`config.mk`:
```
export PLATFORM = sky130hd
export DESIGN_NAME = eprom_ctl
export DESIGN_NICKNAME = d
export VERILOG_FILES = /design/src/include/eprom_ctl_pkg.sv /design/src/verilog/eprom_ctl.sv
export SDC_FILE = /design/constraint.sdc
export NUM_CORES = 1
export LEC_CHECK = 0
export ABC_CLOCK_PERIOD_IN_PS = 6200
export BUFFER_PORTS_ARGS = -buffer_cell sky130_fd_sc_hd__buf_2
export CORE_UTILIZATION = 52
export CTS_CLUSTER_SIZE = 25
export DETAILED_ROUTE_END_ITERATION = 16
export PLACE_DENSITY_LB_ADDON = 0.05
export SLEW_MARGIN = 20
export SYNTH_ARGS = -nofsm -noshare
export SYNTH_HDL_FRONTEND = slang
export SYNTH_SLANG_ARGS = --single-unit
```
`constraint.sdc`:
```
create_clock -name CORE_CLK -period 6.2 [get_ports CORE_CLK]
set_input_delay 1.24 -clock CORE_CLK [delete_from_list [all_inputs] [get_ports CORE_CLK]]
set_output_delay 1.24 -clock CORE_CLK [all_outputs]
set_load 0.02 [all_outputs]
```
`src/include/eprom_ctl_pkg.sv`:
```
// Package of command codes, timing counts and states for the EPROM bus controller
package eprom_ctl_pkg;

  // ==========================================================================
  // Command codes written to the device's command latch
  // ==========================================================================
  localparam logic [7:0] CMD_READ = 8'h00;          // Array read
  localparam logic [7:0] CMD_SETUP_ERASE = 8'h20;   // Set-up erase, twice to erase
  localparam logic [7:0] CMD_SETUP_PROG = 8'h40;    // Set-up program
  localparam logic [7:0] CMD_ERASE_VERIFY = 8'hA0;  // Erase verify
  localparam logic [7:0] CMD_PROG_VERIFY = 8'hC0;   // Program verify
  localparam logic [7:0] CMD_RESET = 8'hFF;         // Reset, also null program data
  localparam logic [7:0] ERASED_BYTE = 8'hFF;       // Value of a fully erased byte

  // ==========================================================================
  // Geometry and retry limits
  // ==========================================================================
  localparam int ADDR_W = 17;                       // 128K bytes
  localparam int ERASE_MAX_PULSES = 30;             // Erase pulse ceiling
  localparam int PROG_MAX_PULSES = 25;              // Program pulses per byte

  // ==========================================================================
  // Timing, figures as printed and counts derived at the clock rate
  // ==========================================================================
  localparam int CLK_PERIOD_NS = 40;                // 25 MHz core clock
  localparam int ERASE_PULSE_MS = 100;              // Longest erase pulse
  localparam int PROG_PULSE_US = 10;                // Program pulse length
  localparam int WRITE_RECOVERY_US = 6;             // Strobe high to read
  localparam int STROBE_LOW_NS = 50;                // Least strobe low time
  localparam int STROBE_HIGH_NS = 20;               // Least strobe high time
  localparam int ACCESS_NS = 150;                   // Slowest grade access time
  // Longest time rounds down, least times round up
  localparam int ERASE_PULSE_CYC = (ERASE_PULSE_MS * 1000000) / CLK_PERIOD_NS;
  localparam int PROG_PULSE_CYC = (PROG_PULSE_US * 1000 + CLK_PERIOD_NS - 1) / CLK_PERIOD_NS;
  localparam int RECOVERY_CYC = (WRITE_RECOVERY_US * 1000 + CLK_PERIOD_NS - 1) / CLK_PERIOD_NS;
  localparam int STROBE_LOW_CYC = (STROBE_LOW_NS + CLK_PERIOD_NS - 1) / CLK_PERIOD_NS;
  localparam int STROBE_HIGH_CYC = (STROBE_HIGH_NS + CLK_PERIOD_NS - 1) / CLK_PERIOD_NS;
  localparam int ACCESS_CYC = (ACCESS_NS + CLK_PERIOD_NS - 1) / CLK_PERIOD_NS;

  // ==========================================================================
  // Controller sequencer states
  // ==========================================================================
  typedef enum logic [3:0] {
    ST_IDLE = 4'b0000,      // Waiting for a request
    ST_WR_LOW = 4'b0001,    // Strobe low, address held
    ST_WR_HIGH = 4'b0010,   // Strobe released, data held
    ST_WAIT = 4'b0011,      // Pulse or recovery wait
    ST_RD = 4'b0100,        // Select and gate asserted, sampling
    ST_DONE = 4'b0101       // Report result
  } state_t;

  // Operation being sequenced
  typedef enum logic [2:0] {
    OP_READ = 3'b000,       // Plain array read
    OP_ERASE = 3'b001,      // Full erase with verify loop
    OP_PROG = 3'b010,       // One byte with verify loop
    OP_IDENT = 3'b011,      // Identifier read
    OP_RESET = 3'b100       // Double reset
  } op_t;

endpackage : eprom_ctl_pkg

```
`src/verilog/eprom_ctl.sv`:
```
// Host controller that reads, programs, erases and identifies the EPROM over its pins
// ============================================================================
// Device rules this block is written against
// RL1: Chip select high floats device data pins.
// RL2: Gate high with select floats data pins.
// RL3: Low program supply permits reads only.
// RL4: Ident voltage returns maker or part code.
// RL5: Command mode reads give array or identifiers.
// RL6: Command mode needs high program supply.
// RL7: Write strobe: address on fall, data rise.
// RL8: Command latch ignores the presented address.
// RL9: Standby and disable unchanged in command mode.
// RL10: Deselect does not abort running operations.
// RL11: Read command keeps array-read state.
// RL12: Device powers up in array read.
// RL13: Erase starts with set-up erase code.
// RL14: Second erase code starts bulk erase.
// RL15: Erase runs until verify strobe rises.
// RL16: Erase verify latches address, reads FFH.
// RL17: Verify upward, re-erase on any failure.
// RL18: Erase pulse at most 100 ms, 30 pulses.
// RL19: Set-up program, next strobe carries byte.
// RL20: Reset twice after set-up program.
// RL21: Program per byte, verify, 25 pulses max.
// RL22: Unknown code changes nothing.
// ============================================================================
`timescale 1ns/1ps
`default_nettype none

module eprom_ctl
  import eprom_ctl_pkg::*;
#(
  parameter int ERASE_PULSE_CYCLES = ERASE_PULSE_CYC,  // Shorten in simulation
  parameter int ERASE_PULSES = ERASE_MAX_PULSES,
  parameter int PROG_PULSES = PROG_MAX_PULSES
)(
  input wire logic CORE_CLK,
  input wire logic RST,
  input wire logic REQ_VALID,              // Request strobe, taken in idle
  input wire logic [2:0] REQ_OP,           // op_t code
  input wire logic [ADDR_W-1:0] REQ_ADDR,  // Byte address
  input wire logic [7:0] REQ_DATA,         // Byte to program
  output logic REQ_READY,                  // High in idle
  output logic DONE,                       // One-cycle completion pulse
  output logic FAIL,                       // Retry limit reached, with DONE
  output logic [7:0] RD_DATA,              // Byte read back
  output logic CHIP_SEL_N,
  output logic OUT_GATE_N,
  output logic WRITE_STROBE_N,
  output logic [ADDR_W-1:0] ADDR,
  output logic IDENT_SELECT_HV,            // Raise ident line to identifier voltage
  output logic PROGRAM_SUPPLY_HIGH,        // Raise program supply
  output logic [7:0] DATA_PINS_O,
  output logic DATA_PINS_OE,               // High while we drive the data pins
  input wire logic [7:0] DATA_PINS_I
);

  // ==========================================================================
  // State
  // ==========================================================================
  state_t state_reg, state_next;           // Sequencer state
  op_t op_reg;                             // Operation in progress
  logic [ADDR_W-1:0] addr_reg;             // Address on the pins
  logic [7:0] data_reg;                    // Data on the pins
  logic [7:0] wdata_reg;                   // Byte being programmed
  logic [2:0] step_reg;                    // Step inside the operation
  logic [5:0] pulses_reg;                  // Pulses used so far
  logic [31:0] cnt_reg;                    // Cycle timer
  logic [7:0] rd_reg;                      // Sampled byte
  logic done_reg, fail_reg;

  // Command byte written at a step; it is loaded as the strobe falls so that
  // it is already set up when the device takes it on the rise
  function automatic logic [7:0] step_command(input op_t op, input logic [2:0] step,
                                              input logic [7:0] wdata);
    logic [7:0] cmd;
    cmd = CMD_READ;
    case (op)
      OP_ERASE: cmd = (step == 3'h2) ? CMD_ERASE_VERIFY : CMD_SETUP_ERASE;  // see RL13
      OP_PROG: cmd = (step == 3'h0) ? CMD_SETUP_PROG :
                     (step == 3'h1) ? wdata : CMD_PROG_VERIFY;  // see RL19
      OP_RESET: cmd = CMD_RESET;  // Written twice, see RL20
      default: cmd = CMD_READ;
    endcase
    return cmd;
  endfunction : step_command

  // Wait length for each step, decoded continuously
  logic [31:0] wait_cyc;
  logic timer_done;
  assign timer_done = (cnt_reg == 32'h0);

  // Step sequences: erase 0:20 1:20(pulse) 2:A0 verify; program 0:40 1:data(pulse)
  // 2:C0 verify; reset 0:FF 1:FF; read/ident go straight to the read phase
  always_comb
  begin
    wait_cyc = 32'(RECOVERY_CYC);
    case (op_reg)
      // Pulse runs rise to rise, so strobe times come off the wait, see RL18
      // Limitation: the pulse length must exceed the strobe overhead
      OP_ERASE:
        if (step_reg == 3'h1)
          wait_cyc = 32'(ERASE_PULSE_CYCLES) - 32'(STROBE_HIGH_CYC + STROBE_LOW_CYC + 1);
      OP_PROG:
        if (step_reg == 3'h1)
          wait_cyc = 32'(PROG_PULSE_CYC);       // see RL21
      default: wait_cyc = 32'(RECOVERY_CYC);
    endcase
  end

  // Whether the current step ends with a read, and whether a write is last
  logic step_reads, step_last_write, rd_again;
  assign step_reads = (op_reg == OP_READ) || (op_reg == OP_IDENT) || (step_reg == 3'h2);
  assign step_last_write = (op_reg == OP_RESET) && (step_reg == 3'h1);

  // ==========================================================================
  // Next-state logic
  // ==========================================================================
  always_comb
  begin
    state_next = state_reg;
    case (state_reg)
      ST_IDLE: if (REQ_VALID) state_next = (REQ_OP == OP_READ || REQ_OP == OP_IDENT) ? ST_RD : ST_WR_LOW;
      ST_WR_LOW: if (timer_done) state_next = ST_WR_HIGH;
      ST_WR_HIGH: if (timer_done) state_next = ST_WAIT;
      ST_WAIT: if (timer_done) state_next = (step_reads) ? ST_RD : (step_last_write ? ST_DONE : ST_WR_LOW);
      ST_RD: if (timer_done) state_next = rd_again ? ST_WR_LOW : ST_DONE;
      ST_DONE: state_next = ST_IDLE;
      default: state_next = ST_IDLE;
    endcase
  end

  // Verify outcome of the byte just sampled
  logic verify_ok, retries_left, more_addr;
  assign verify_ok = (op_reg == OP_ERASE) ? (DATA_PINS_I == ERASED_BYTE) : (DATA_PINS_I == wdata_reg);
  assign retries_left = (op_reg == OP_ERASE) ? (32'(pulses_reg) < 32'(ERASE_PULSES)) :
                        (32'(pulses_reg) < 32'(PROG_PULSES));
  assign more_addr = (op_reg == OP_ERASE) && (addr_reg != {ADDR_W{1'b1}});
  // Pass with bytes left, or fail with pulses left, loops back to a write
  assign rd_again = ((op_reg == OP_ERASE) || (op_reg == OP_PROG))
                    && ((verify_ok && more_addr) || (!verify_ok && retries_left));

  // ==========================================================================
  // Sequencer registers
  // ==========================================================================
  always_ff @(posedge CORE_CLK or posedge RST)
  begin
    if (RST)
    begin
      state_reg <= ST_IDLE;
      op_reg <= OP_READ;
      addr_reg <= '0;
      data_reg <= 8'h00;
      wdata_reg <= 8'h00;
      step_reg <= 3'h0;
      pulses_reg <= 6'h00;
      cnt_reg <= 32'h0;
      rd_reg <= 8'h00;
      done_reg <= 1'b0;
      fail_reg <= 1'b0;
    end
    else
    begin
      state_reg <= state_next;
      done_reg <= 1'b0;
      if (!timer_done)
        cnt_reg <= cnt_reg - 32'h1;
      case (state_reg)
        ST_IDLE:
        begin
          if (REQ_VALID)
          begin
            op_reg <= op_t'(REQ_OP);
            // Erase verify walks upward from the lowest address, see RL17
            addr_reg <= (op_t'(REQ_OP) == OP_ERASE) ? '0 : REQ_ADDR;
            wdata_reg <= REQ_DATA;
            data_reg <= step_command(op_t'(REQ_OP), 3'h0, REQ_DATA);  // First command byte
            step_reg <= 3'h0;
            pulses_reg <= 6'h00;
            fail_reg <= 1'b0;
            cnt_reg <= 32'(STROBE_LOW_CYC) - 32'h1;
            if (op_t'(REQ_OP) == OP_READ || op_t'(REQ_OP) == OP_IDENT)
              cnt_reg <= 32'(ACCESS_CYC);
          end
        end
        ST_WR_LOW:
          if (timer_done)
          begin
            cnt_reg <= 32'(STROBE_HIGH_CYC) - 32'h1;
            if (step_reg == 3'h1 && op_reg != OP_RESET)
              pulses_reg <= pulses_reg + 6'h01;   // Counts each erase or program pulse
          end
        ST_WR_HIGH:
          if (timer_done)
            cnt_reg <= wait_cyc;   // Erase runs until the verify strobe rises, see RL15
        ST_WAIT:
          if (timer_done)
          begin
            step_reg <= step_reg + 3'h1;
            data_reg <= step_command(op_reg, step_reg + 3'h1, wdata_reg);
            cnt_reg <= step_reads ? 32'(ACCESS_CYC) : 32'(STROBE_LOW_CYC) - 32'h1;
          end
        ST_RD:
          if (timer_done)
          begin
            rd_reg <= DATA_PINS_I;
            if (op_reg == OP_ERASE || op_reg == OP_PROG)
            begin
              if (verify_ok && more_addr)
              begin
                addr_reg <= addr_reg + ADDR_W'(1);    // Next byte upward, see RL17
                step_reg <= 3'h2;
                data_reg <= step_command(op_reg, 3'h2, wdata_reg);
                cnt_reg <= 32'(STROBE_LOW_CYC) - 32'h1;
              end
              else if (!verify_ok && retries_left)
              begin
                step_reg <= 3'h0;                     // Re-erase or re-pulse, see RL17
                data_reg <= step_command(op_reg, 3'h0, wdata_reg);
                cnt_reg <= 32'(STROBE_LOW_CYC) - 32'h1;
              end
              else
                fail_reg <= !verify_ok;               // Stop after the ceiling, see RL18
            end
          end
        ST_DONE: done_reg <= 1'b1;
        default: ;
      endcase
    end
  end

  // ==========================================================================
  // Pin drive
  // ==========================================================================
  logic writing;
  assign writing = (state_reg == ST_WR_LOW) || (state_reg == ST_WR_HIGH);
  // Supply raised for every command sequence; reads of the plain kind keep it low, see RL3
  assign PROGRAM_SUPPLY_HIGH = (op_reg != OP_READ) && (op_reg != OP_IDENT)
                               && (state_reg != ST_IDLE);  // see RL6
  assign IDENT_SELECT_HV = (op_reg == OP_IDENT) && (state_reg == ST_RD);  // see RL4
  assign CHIP_SEL_N = !(writing || state_reg == ST_RD);    // Select only while busy, see RL1
  assign OUT_GATE_N = (state_reg != ST_RD);                // Gate never low while we drive
  assign WRITE_STROBE_N = (state_reg != ST_WR_LOW);        // Strobe under select, see RL7
  assign ADDR = (op_reg == OP_IDENT) ? {{(ADDR_W-1){1'b0}}, addr_reg[0]} : addr_reg;
  assign DATA_PINS_O = data_reg;
  // Driven through the whole strobe, for setup before and hold after the rise, see RL7
  assign DATA_PINS_OE = writing;
  assign REQ_READY = (state_reg == ST_IDLE);
  assign DONE = done_reg;
  assign FAIL = fail_reg;
  assign RD_DATA = rd_reg;

endmodule : eprom_ctl

`default_nettype wire

```
==> results of run 1 <==
## cells in the mapped netlist, types with 4 or more instances
master and count:
dfrtp_1 90, nand2_1 89, nor2_1 69, a21oi_1 57, o21ai_0 33, nor3_1 24, mux2_2 20, nand3_1 20
and2_1 19, xor2_1 18, inv_1 15, xnor2_1 15, clkbuf_1 14, ha_1 12, or3_1 10, nor4_1 9
a31oi_1 7, nor2b_1 7, o22ai_1 7, buf_2 6, nand4_1 6, a211oi_1 5, a21o_1 5, nor3b_1 5
o2bb2ai_1 5, a221oi_1 4, a22oi_1 4, or4_1 4
## logic make-up (layout without fill, tap and decap cells)
group                      count (synthesis)  after routing
muxes                                     21             21
xor gates and xnor gates                  33             33
AOI/OAI and AO/OA                        149            149
DFF                                       90             90
buffers and inverters                     44            117
and+or+nand+nor                          285            285
adders and majority gates                 12             12
## worst max-delay path: cells and delay by family, from the launching register on
kind,cells,cell delay (ps)
buf+inv,3,1210
flops,1,940
simple gates,2,560
## power groups by stage
stage                     Combinational [uW]  Clock [uW]  Sequential (uW)
after floorplan                         25.1           0              601
after global placement                  49.3           0              601
after detailed placement                49.8           0              601
after CTS                               50.0         363              589
after global routing                    56.2         386              590
final                                   49.2         349              589
## per-stage QoR
| stage | cells | hold WS, ps | instance area [um^2] |
|---|---|---|---|
| 3_5_place_dp | 826 | 450 | 5920 |
| 5_1_grt | 840 | 494 | 6080 |
| 6_report | 840 | 467 | 6080 |
| 3_3_place_gp | 826 | 443 | 5920 |
| 4_1_cts | 840 | 470 | 6080 |
| 2_1_floorplan | 634 | 498 | 5440 |
## cell type report
class	count	area share (%)
clock inverters	3	0.288
flip-flops and latches	90	37.1
clock buffers	11	2.33
inverters	18	1.13
well taps	133	2.74
multi-input cells	500	49.2
repair buffers	85	7.21
## worst max path at each step
stage                             from               to  slack (ps)  cells after the start
after detailed placement  state_reg[2]  IDENT_SELECT_HV        2320                      5
after CTS                 state_reg[2]  IDENT_SELECT_HV        1870                      5
after global routing      state_reg[2]  IDENT_SELECT_HV        1630                      5
after global placement    state_reg[2]  IDENT_SELECT_HV        2420                      5
final                     state_reg[2]  IDENT_SELECT_HV        1880                      5
after floorplan                    RST   DATA_PINS_O[0]        2620                      1
## cell usage in the layout, fill, tap and decap left out, types with 6 or more instances in the layout
master    instances
o22ai_1           7
nor3_1           23
clkbuf_8         10
a21oi_1          57
xnor2_1          15
a31oi_1           7
nand3_1          20
and2_1           19
nor2b_1           7
buf_2            80
or3_1            10
ha_1             12
nor2_1           69
mux2_2           20
nand2_1          89
nand4_1           6
inv_1            14
nor4_1            9
xor2_1           18
dfrtp_1          90
o21ai_0          33
## per-layer routing
layer	wire length (um)	part of all wire, %	up-vias	track usage (%)
li1	-	-	2385	-
met1	6050	45	2384	36.4
met2	6420	48	153	41.2
met3	747	5.6	18	4.14
met4	221	1.6	0	7.86
met5	0	0	-	0
==> impl_metrics.tcl, run 1 <==
set metrics [dict create \
    outcome "complete, no violations" \
    grt.total_usage_pct 25.9 \
    finalCoreUtilization_pct 61.0 \
    synth_seq_cells 90 \
    netlist_instances 634 \
    timing.critical_path.cells "clkinv_1, nor3_2, clkinv_1, nor2_1, buf_2" \
    maxClockFrequency_mhz 232 \
    arrival_time_reported_for_the_critical_path_endpoint_ps 3080 \
    max_slew.worst_pin.slew_ps 1100 \
    p_total_uw 987 \
    drt-pass1-iter-count 5 \
    initial_core_util_pct 54.6 \
    global_route.overflow_total 0 \
    clock_tree.root_cell "clkbuf_8" \
    port-buffer-count 80 \
    synthesized_net_count 685 \
    die_w_um 104 \
    cts.path.max_buffers 2 \
    min-delay-path-class "flop to flop" \
    ys_warn_count 0 \
    cts_tree "done" \
    design.portCount 81 \
    worstHoldStart "RD_DATA[5]" \
    die-area_um2 10900 \
    start_to_end_type_of_the_worst_setup_path "flop to primary output" \
    maximum_number_of_pins_on_one_net_before_global_route_repair 73 \
    routed_wire_length_per_instance_um 16.0 \
    max_slew_margin_pct 26.7 \
    p_sw_uw 230 \
    synthMuxAreaShare_pct 4.32 \
    global_route_wire_length_before_repair_mm 22.7 \
    critical_path_required_ps 4960 \
    synthSimpleGateAreaFrac_pct 25.7 \
    ff2ff_path_depth 13 \
    cell_at_the_slowest_stage_of_the_critical_path "dfrtp_1" \
    regToRegSetupSlack_ps 2430 \
    mappedNetlistArea_um2 5440 \
    drive_gt1_share_pct 19.1 \
    final.min_clock_period_ps 4320 \
    totalWireLength_mm 13.4 \
    route.detailed.drc 0 \
    fin_crit_sh_pct 69.7 \
    worstHoldEndpoint "RD_DATA[5]" \
    power_leakage_uw 0.00270 \
    floorplan.die.height_um 104 \
    fp-row-count 36 \
    power.share.switching_pct 23.3 \
    cell_internal_pwr_uw 757 \
    yosys-top-cells-area "dfrtp_1 41%, nand2_1 6.1%, a21oi_1 5.2%, nor2_1 4.8%, mux2_2 4.1%" \
    critical_path_fanouts_max 29 \
    synth_flop_cell "dfrtp_1" \
    whs_path_depth 2 \
    layout.filler_cells 914 \
    cts_max_level 3 \
    ctsResizeCount 0 \
    place.gp.congestion 0.860 \
    insertedDiodeCount 0 \
    r2r_start "addr_reg[0]" \
    clockPowerShare_pct 35.3 \
    synth_largest_area_cell "dfrtp_1" \
    cts_made_buffers 9 \
    slew_violations 0 \
    place.detailed.hpwl_mm 9.63 \
    ir_worst_vdd_mv 0.151 \
    area_delta_synth_final_pct 11.7 \
    clk_pin_slew_worst_paths_ps 90 \
    timing.critical_path.slowest_cell_delay_ps 940 \
    largest_register_ffs 32 \
    post-cts-setup-buffers 0 \
    edff_count_synth 0 \
    timing.setup.tns_ps 0 \
    synthArstFlopShare_pct 100 \
    critical_path.most_common_cell "clkinv_1" \
    place_worst_setup_slack_ps 2320 \
    clock_skew_ps 12.8 \
    power.share.sequential_pct 59.7 \
    worstSkewPairLatency_ps 370 \
    p_comb_share_pct 5.0 \
    synth_cell_type_count 62 \
    area_of_combinational_cells_with_multiple_inputs_um2 2990 \
    hold_vio_cnt_final 0 \
    synth_top_family_by_area "simple AND/OR/NAND/NOR gates" \
    postLayoutSetupSlackWorst_ps 1880 \
    cts.sink_count 90 \
    yosys.area_share.xor_xnor_pct 5.31 \
    power-per-cell-area_nw_per_um2 162 \
    layout.area.seq_um2 2250 \
    antenna_found_initial 0 \
    cp-start-kind "flop" \
    critPathCaptureType "primary output" \
    rsz_0062_raised_after_global_routing "false" \
    ctsHoldBuffers 0 \
    syn_avg_cell_area_um2 8.58 \
    finalNetCount 755 \
    ys_seq_area_share_pct 41.4 \
    synth_top_area_share_pct 41.4 \
    post_route_antenna_net_violation_count 0 \
    drt_via_density 5.88 \
    synth_compound_area_share_pct 16.9 \
    number_of_global_route_vias_before_repair 4597 \
    core_area_um2 9950 \
    vias 4940 \
    drt-initial-drc-count 387 \
    crit-reg2reg-capture "DATA_PINS_O[5]" \
    timing.max_cap.violations 0 \
    yosys.area_share.adder_pct 2.76 \
    setup_viols_final 0 \
]
(Power assumes the default switching activity.)
==> inputs of run 2 (changes only) <==
ABC_CLOCK_PERIOD_IN_PS = 4300   (was 6200)
clock period = 4.3 ns   (was 6.2 ns; I/O delays follow)
==> run 2 against run 1 <==
First-iteration DRC count shrank 1.8%. Critical path type is now flop to flop. Sequential power up 44%. Combinational power rose by 48%. Register-to-register slack got worse by 1500 ps. Non-clock buffer count increased by 5. Total power grew 60%. Largest power group unchanged. Clock power rose by 88%. Worst hold slack better by 1.4 ps. Cell count grew 0.83%. Global-route usage grew 0.59 points.
==> impl_metrics.tcl, run 2 (synthesized netlist as in run 1, its figures left out) <==
set metrics [dict create \
    outcome "complete, no violations" \
    initial_core_util_pct 54.6 \
    cts_tree "done" \
    number_of_global_route_vias_before_repair 4796 \
    clk_pin_slew_worst_paths_ps 90 \
    power_leakage_uw 0.00275 \
    ctsResizeCount 0 \
    placement.cell_area_um2 5960 \
    clockPowerShare_pct 41.6 \
    cts.sink_count 90 \
    global_route_wire_length_before_repair_mm 23.3 \
    die_w_um 104 \
    cts_max_level 3 \
    grtUsageMet1_pct 36.8 \
    die-area_um2 10900 \
    maxClockFrequency_mhz 296 \
    layoutNonFillerInstCount 847 \
    post-cts-setup-buffers 0 \
    gr-usage-met2_pct 42.7 \
    drt-initial-drc-count 380 \
    critical_path_required_ps 4530 \
    drt_via_density 5.81 \
    antenna_found_initial 0 \
    largest_register_ffs 32 \
    vias 4922 \
    cp-start-kind "flop" \
    p_total_uw 1580 \
    critical_path_fanouts_max 17 \
    ir_worst_vdd_mv 0.202 \
    timing.setup.tns_ps 0 \
    mostFrequentLayoutCell "dfrtp_1" \
    setup_viols_final 0 \
    hold_vio_cnt_final 0 \
    max_slew.worst_pin.slew_ps 1090 \
    clock_skew_ps 10.2 \
    worstSkewPairLatency_ps 370 \
    whs_path_depth 2 \
    start_to_end_type_of_the_worst_setup_path "flop to flop" \
    global_route.overflow_total 0 \
    slew_violations 0 \
    ff2ff_path_depth 13 \
    drive_gt1_share_pct 20.0 \
    routed_wire_length_per_instance_um 16.3 \
    maximum_number_of_pins_on_one_net_before_global_route_repair 50 \
    route.detailed.drc 0 \
    min-delay-path-class "flop to flop" \
    ctsHoldBuffers 0 \
    power.share.sequential_pct 53.8 \
    arrival_time_reported_for_the_critical_path_endpoint_ps 3610 \
    port-buffer-count 80 \
    post_route_antenna_net_violation_count 0 \
    p_sw_uw 360 \
    design.portCount 81 \
    busiest_metal_layer_after_global_routing "met2" \
    clock_tree.root_cell "clkbuf_8" \
    fp-row-count 36 \
    insertedDiodeCount 0 \
    place.detailed.hpwl_mm 9.95 \
    totalWireLength_mm 13.8 \
    rsz_0062_raised_after_global_routing "false" \
    cts_made_buffers 9 \
    cts.path.max_buffers 2 \
    critPathCaptureType "flop" \
    fin_crit_sh_pct 78.6 \
    post-route-cell-area_um2 6180 \
    groute.layer.met3.usage_pct 4.45 \
    final_cell_mix "90 x dfrtp_1, 89 x nand2_1, 80 x buf_2" \
    layout.filler_cells 910 \
    p_comb_share_pct 4.6 \
    grt.total_usage_pct 26.5 \
    area_delta_synth_final_pct 13.7 \
    power.share.switching_pct 22.8 \
    cell_internal_pwr_uw 1220 \
    drt-pass1-iter-count 5 \
    power-per-cell-area_nw_per_um2 255 \
    floorplan.die.height_um 104 \
    place.gp.congestion 0.878 \
    core_area_um2 9950 \
    final.min_clock_period_ps 3380 \
    timing.max_cap.violations 0 \
    finalNetCount 760 \
    place.detailed.instances 831 \
    max_slew_margin_pct 27.2 \
]
run 2: area by class of cell:
type	instances	area [um^2]	share of cell area, %
timing repair buffer	90	475	7.69
clock inverter	6	88.8	1.44
inverter	18	68.8	1.11
multi-input combinational	500	2990	48.4
clock buffer	10	138	2.23
tap	133	166	2.69
sequential	90	2250	36.4
run 2: worst paths after layout:
path                            slack (ps)         from              to
worst max-delay path                   920  addr_reg[0]     addr_reg[2]
worst min-delay path                   470   RD_DATA[1]      RD_DATA[1]
worst max register to register         920  addr_reg[0]     addr_reg[2]
worst min register to register         470   RD_DATA[1]      RD_DATA[1]
max in group asynchronous             2810          RST  DATA_PINS_O[1]
min in group asynchronous              640          RST   pulses_reg[2]
run 2: layer usage:
layer	vias to the layer above	wire length [um]
met5	-	0
met4	0	154
met3	15	754
met2	142	6650
met1	2366	6260
li1	2399	-
run 2: stage by stage:
| stage | utilization [%] | hold WS [ps] | setup WS [ps] |
|---|---|---|---|
| final | 62.1 | 468 | 918 |
| after global routing | 62.1 | 502 | 595 |
| after CTS | 62.1 | 473 | 905 |
| after detailed placement | 59.8 | 451 | 943 |
| after global placement | 59.8 | 445 | 993 |
| after floorplan | - | 498 | 1100 |
run 2: critical path, stage by stage, from the launching register on:
cell       delay (ps)
dfrtp_1           450
ha_1              250
nand3_1           150
nor2_1            100
nand4_1           150
nor2_1            100
nand3_1           110
nor2_1             50
ha_1              190
nand2b_1          190
or3_1             510
o22ai_2           620
o21ai_0           210
o2bb2ai_1         170
run 2: power by group through the flow:
stage	Combinational, uW	Sequential, uW	Clock (uW)
2_1_floorplan	36.2	867	0
3_3_place_gp	71.1	866	0
3_5_place_dp	73.3	866	0
4_1_cts	73.6	850	671
5_1_grt	81.9	850	698
6_report	72.6	850	657
==> inputs of run 3 (changes only) <==
ABC_CLOCK_PERIOD_IN_PS = 3500   (was 4300)
clock period = 3.5 ns   (was 4.3 ns; I/O delays follow)
==> run 3 against run 2 <==
Flip-flop and latch count unchanged. Non-clock buffer count increased by 10. Routed wire length increased by 0.75%. Critical endpoint is now step_reg[1].
==> impl_metrics.tcl, run 3 (synthesized netlist as in run 1, its figures left out) <==
set metrics [dict create \
    outcome "complete, no violations" \
    clock_skew_ps 10.8 \
    r2r_start "addr_reg[0]" \
    global_route.overflow_total 0 \
    power.share.switching_pct 22.1 \
    finalNetCount 770 \
    number_of_global_route_vias_before_repair 4871 \
    die_w_um 104 \
    post_route_antenna_net_violation_count 0 \
    critical_path.most_common_cell "nor2_1" \
    hold_vio_cnt_final 0 \
    fin_crit_sh_pct 90.6 \
    design.portCount 81 \
    slew_violations 0 \
    layout.filler_cells 879 \
    cp-start-kind "flop" \
    timing.max_cap.violations 0 \
    cell_internal_pwr_uw 1550 \
    final_cell_mix "90 x dfrtp_1, 89 x nand2_1, 80 x buf_2" \
    p_sw_uw 439 \
    drt_via_density 5.89 \
    fp-row-count 36 \
    cts.path.max_buffers 2 \
    place.detailed.hpwl_mm 9.96 \
    port-buffer-count 80 \
    clockPowerShare_pct 43.1 \
    rsz_0062_raised_after_global_routing "false" \
    die-area_um2 10900 \
    area_delta_synth_final_pct 15.5 \
    setup_viols_final 0 \
    worstSkewPairLatency_ps 380 \
    global_route_wire_length_before_repair_mm 23.7 \
    clock_tree.root_cell "clkbuf_8" \
    arrival_time_reported_for_the_critical_path_endpoint_ps 3430 \
    max_slew_margin_pct 43.9 \
    cts.sink_count 90 \
    postLayoutSetupSlackWorst_ps 329 \
    maxClockFrequency_mhz 315 \
    cell_at_the_slowest_stage_of_the_critical_path "dfrtp_1" \
    cts_max_level 3 \
    totalWireLength_mm 13.9 \
    timing.critical_path.slowest_cell_delay_ps 430 \
    clk_pin_slew_worst_paths_ps 90 \
    finalCoreUtilization_pct 63.1 \
    vias 5044 \
    initial_core_util_pct 54.6 \
    post-cts-setup-buffers 0 \
    largest_register_ffs 32 \
    regToRegSetupSlack_ps 330 \
    insertedDiodeCount 0 \
    route.detailed.drc 0 \
    power-per-cell-area_nw_per_um2 317 \
    mostFrequentLayoutCell "dfrtp_1" \
    routed_wire_length_per_instance_um 16.2 \
    start_to_end_type_of_the_worst_setup_path "flop to flop" \
    drt-pass1-iter-count 5 \
    critPathCaptureType "flop" \
    maximum_number_of_pins_on_one_net_before_global_route_repair 34 \
    cts_tree "done" \
    ir_worst_vdd_mv 0.289 \
    power_leakage_uw 0.00281 \
    place_worst_setup_slack_ps 218 \
    core_area_um2 9950 \
    final.min_clock_period_ps 3170 \
    max_slew.worst_pin.slew_ps 839 \
    critical_path_fanouts_max 11 \
    crit-reg2reg-capture "step_reg[1]" \
    min-delay-path-class "primary input to asynchronous set/reset pin" \
    power.share.sequential_pct 52.4 \
    timing.setup.tns_ps 0 \
    place.detailed.instances 841 \
    floorplan.die.height_um 104 \
    drive_gt1_share_pct 21.3 \
    post-route-cell-area_um2 6280 \
    place.gp.congestion 0.895 \
    drt-initial-drc-count 318 \
    antenna_found_initial 0 \
    layoutNonFillerInstCount 857 \
    grt.total_usage_pct 27.0 \
    placement.cell_area_um2 6030 \
    ff2ff_path_depth 14 \
    p_comb_share_pct 4.5 \
    timing.critical_path.cells "ha_1, nand3_1, nor2_1, nand4_1, nor2_1, nand3_1, nor2_1, ha_1, nand2b_1, or3_4, a21oi_1, o21ai_1, buf_4, mux2_2" \
    cts_made_buffers 9 \
    critical_path_required_ps 3760 \
]
==> run 3: cell types whose count changed in the layout (fill, tap and decap cells not counted), sizes merged <==
cell,before,now
inv,15,14
clkinvlp,2,1
bufinv,2,3
buf,90,100
clkinv,5,6
==> run 3: worst max-delay path, delay by kind of cell, from the launching register on <==
| kind | cells | cell delay (ps) |
|---|---|---|
| and+or+nand+nor | 8 | 1420 |
| DFF | 1 | 430 |
| adders and majority gates | 2 | 390 |
| muxes | 1 | 360 |
| AOI/OAI and AO/OA | 2 | 240 |
| buffers and inverters | 1 | 210 |
==> run 3: repair_timing <==
item	CTS	global route
resized for setup	0	1
hold buffers	0	0
setup endpoints to repair	0	20
==> run 3: stage by stage <==
stage          hold slack [ps]  power [uW]
3_3_place_gp               445        1150
4_1_cts                    311        2010
5_1_grt                    330        2060
3_5_place_dp               454        1150
2_1_floorplan              498        1110
6_report                   312        1990
==> run 3: area by class of cell <==
cell class	instances	area (um^2)	area share (%)
clock buffer	10	128	2.03
clock inverter	6	115	1.83
inverter	18	68.8	1.10
multi-input combinational	500	3000	47.8
sequential	90	2250	35.9
tap	133	166	2.65
timing repair buffer	100	551	8.76
==> run 3: routing by layer <==
| layer | track usage, % | share of wire, % |
|---|---|---|
| met1 | 35.5 | 44 |
| met2 | 43.5 | 48 |
| met3 | 6.64 | 5.9 |
| met4 | 9.29 | 1.5 |
| met5 | 0 | 0 |
==> run 3: how the worst max path moves through the flow <==
stage / from / endpoint / slack, ps / depth (start not counted)
2_1_floorplan: RST / DATA_PINS_O[0] / 460 / 1
3_3_place_gp: addr_reg[0] / DATA_PINS_O[2] / 360 / 14
3_5_place_dp: addr_reg[0] / step_reg[1] / 220 / 14
4_1_cts: addr_reg[0] / step_reg[1] / 170 / 14
5_1_grt: addr_reg[0] / step_reg[1] / 50 / 14
6_report: addr_reg[0] / step_reg[1] / 330 / 14
==> run 3: power by group through the flow <==
stage / registers [uW] / logic (uW) / clock network [uW]
final: 1040 / 88.8 / 859
after global routing: 1040 / 101 / 915
after CTS: 1040 / 89.9 / 880
after detailed placement: 1060 / 89.5 / 0
after global placement: 1060 / 87.7 / 0
after floorplan: 1060 / 44.4 / 0
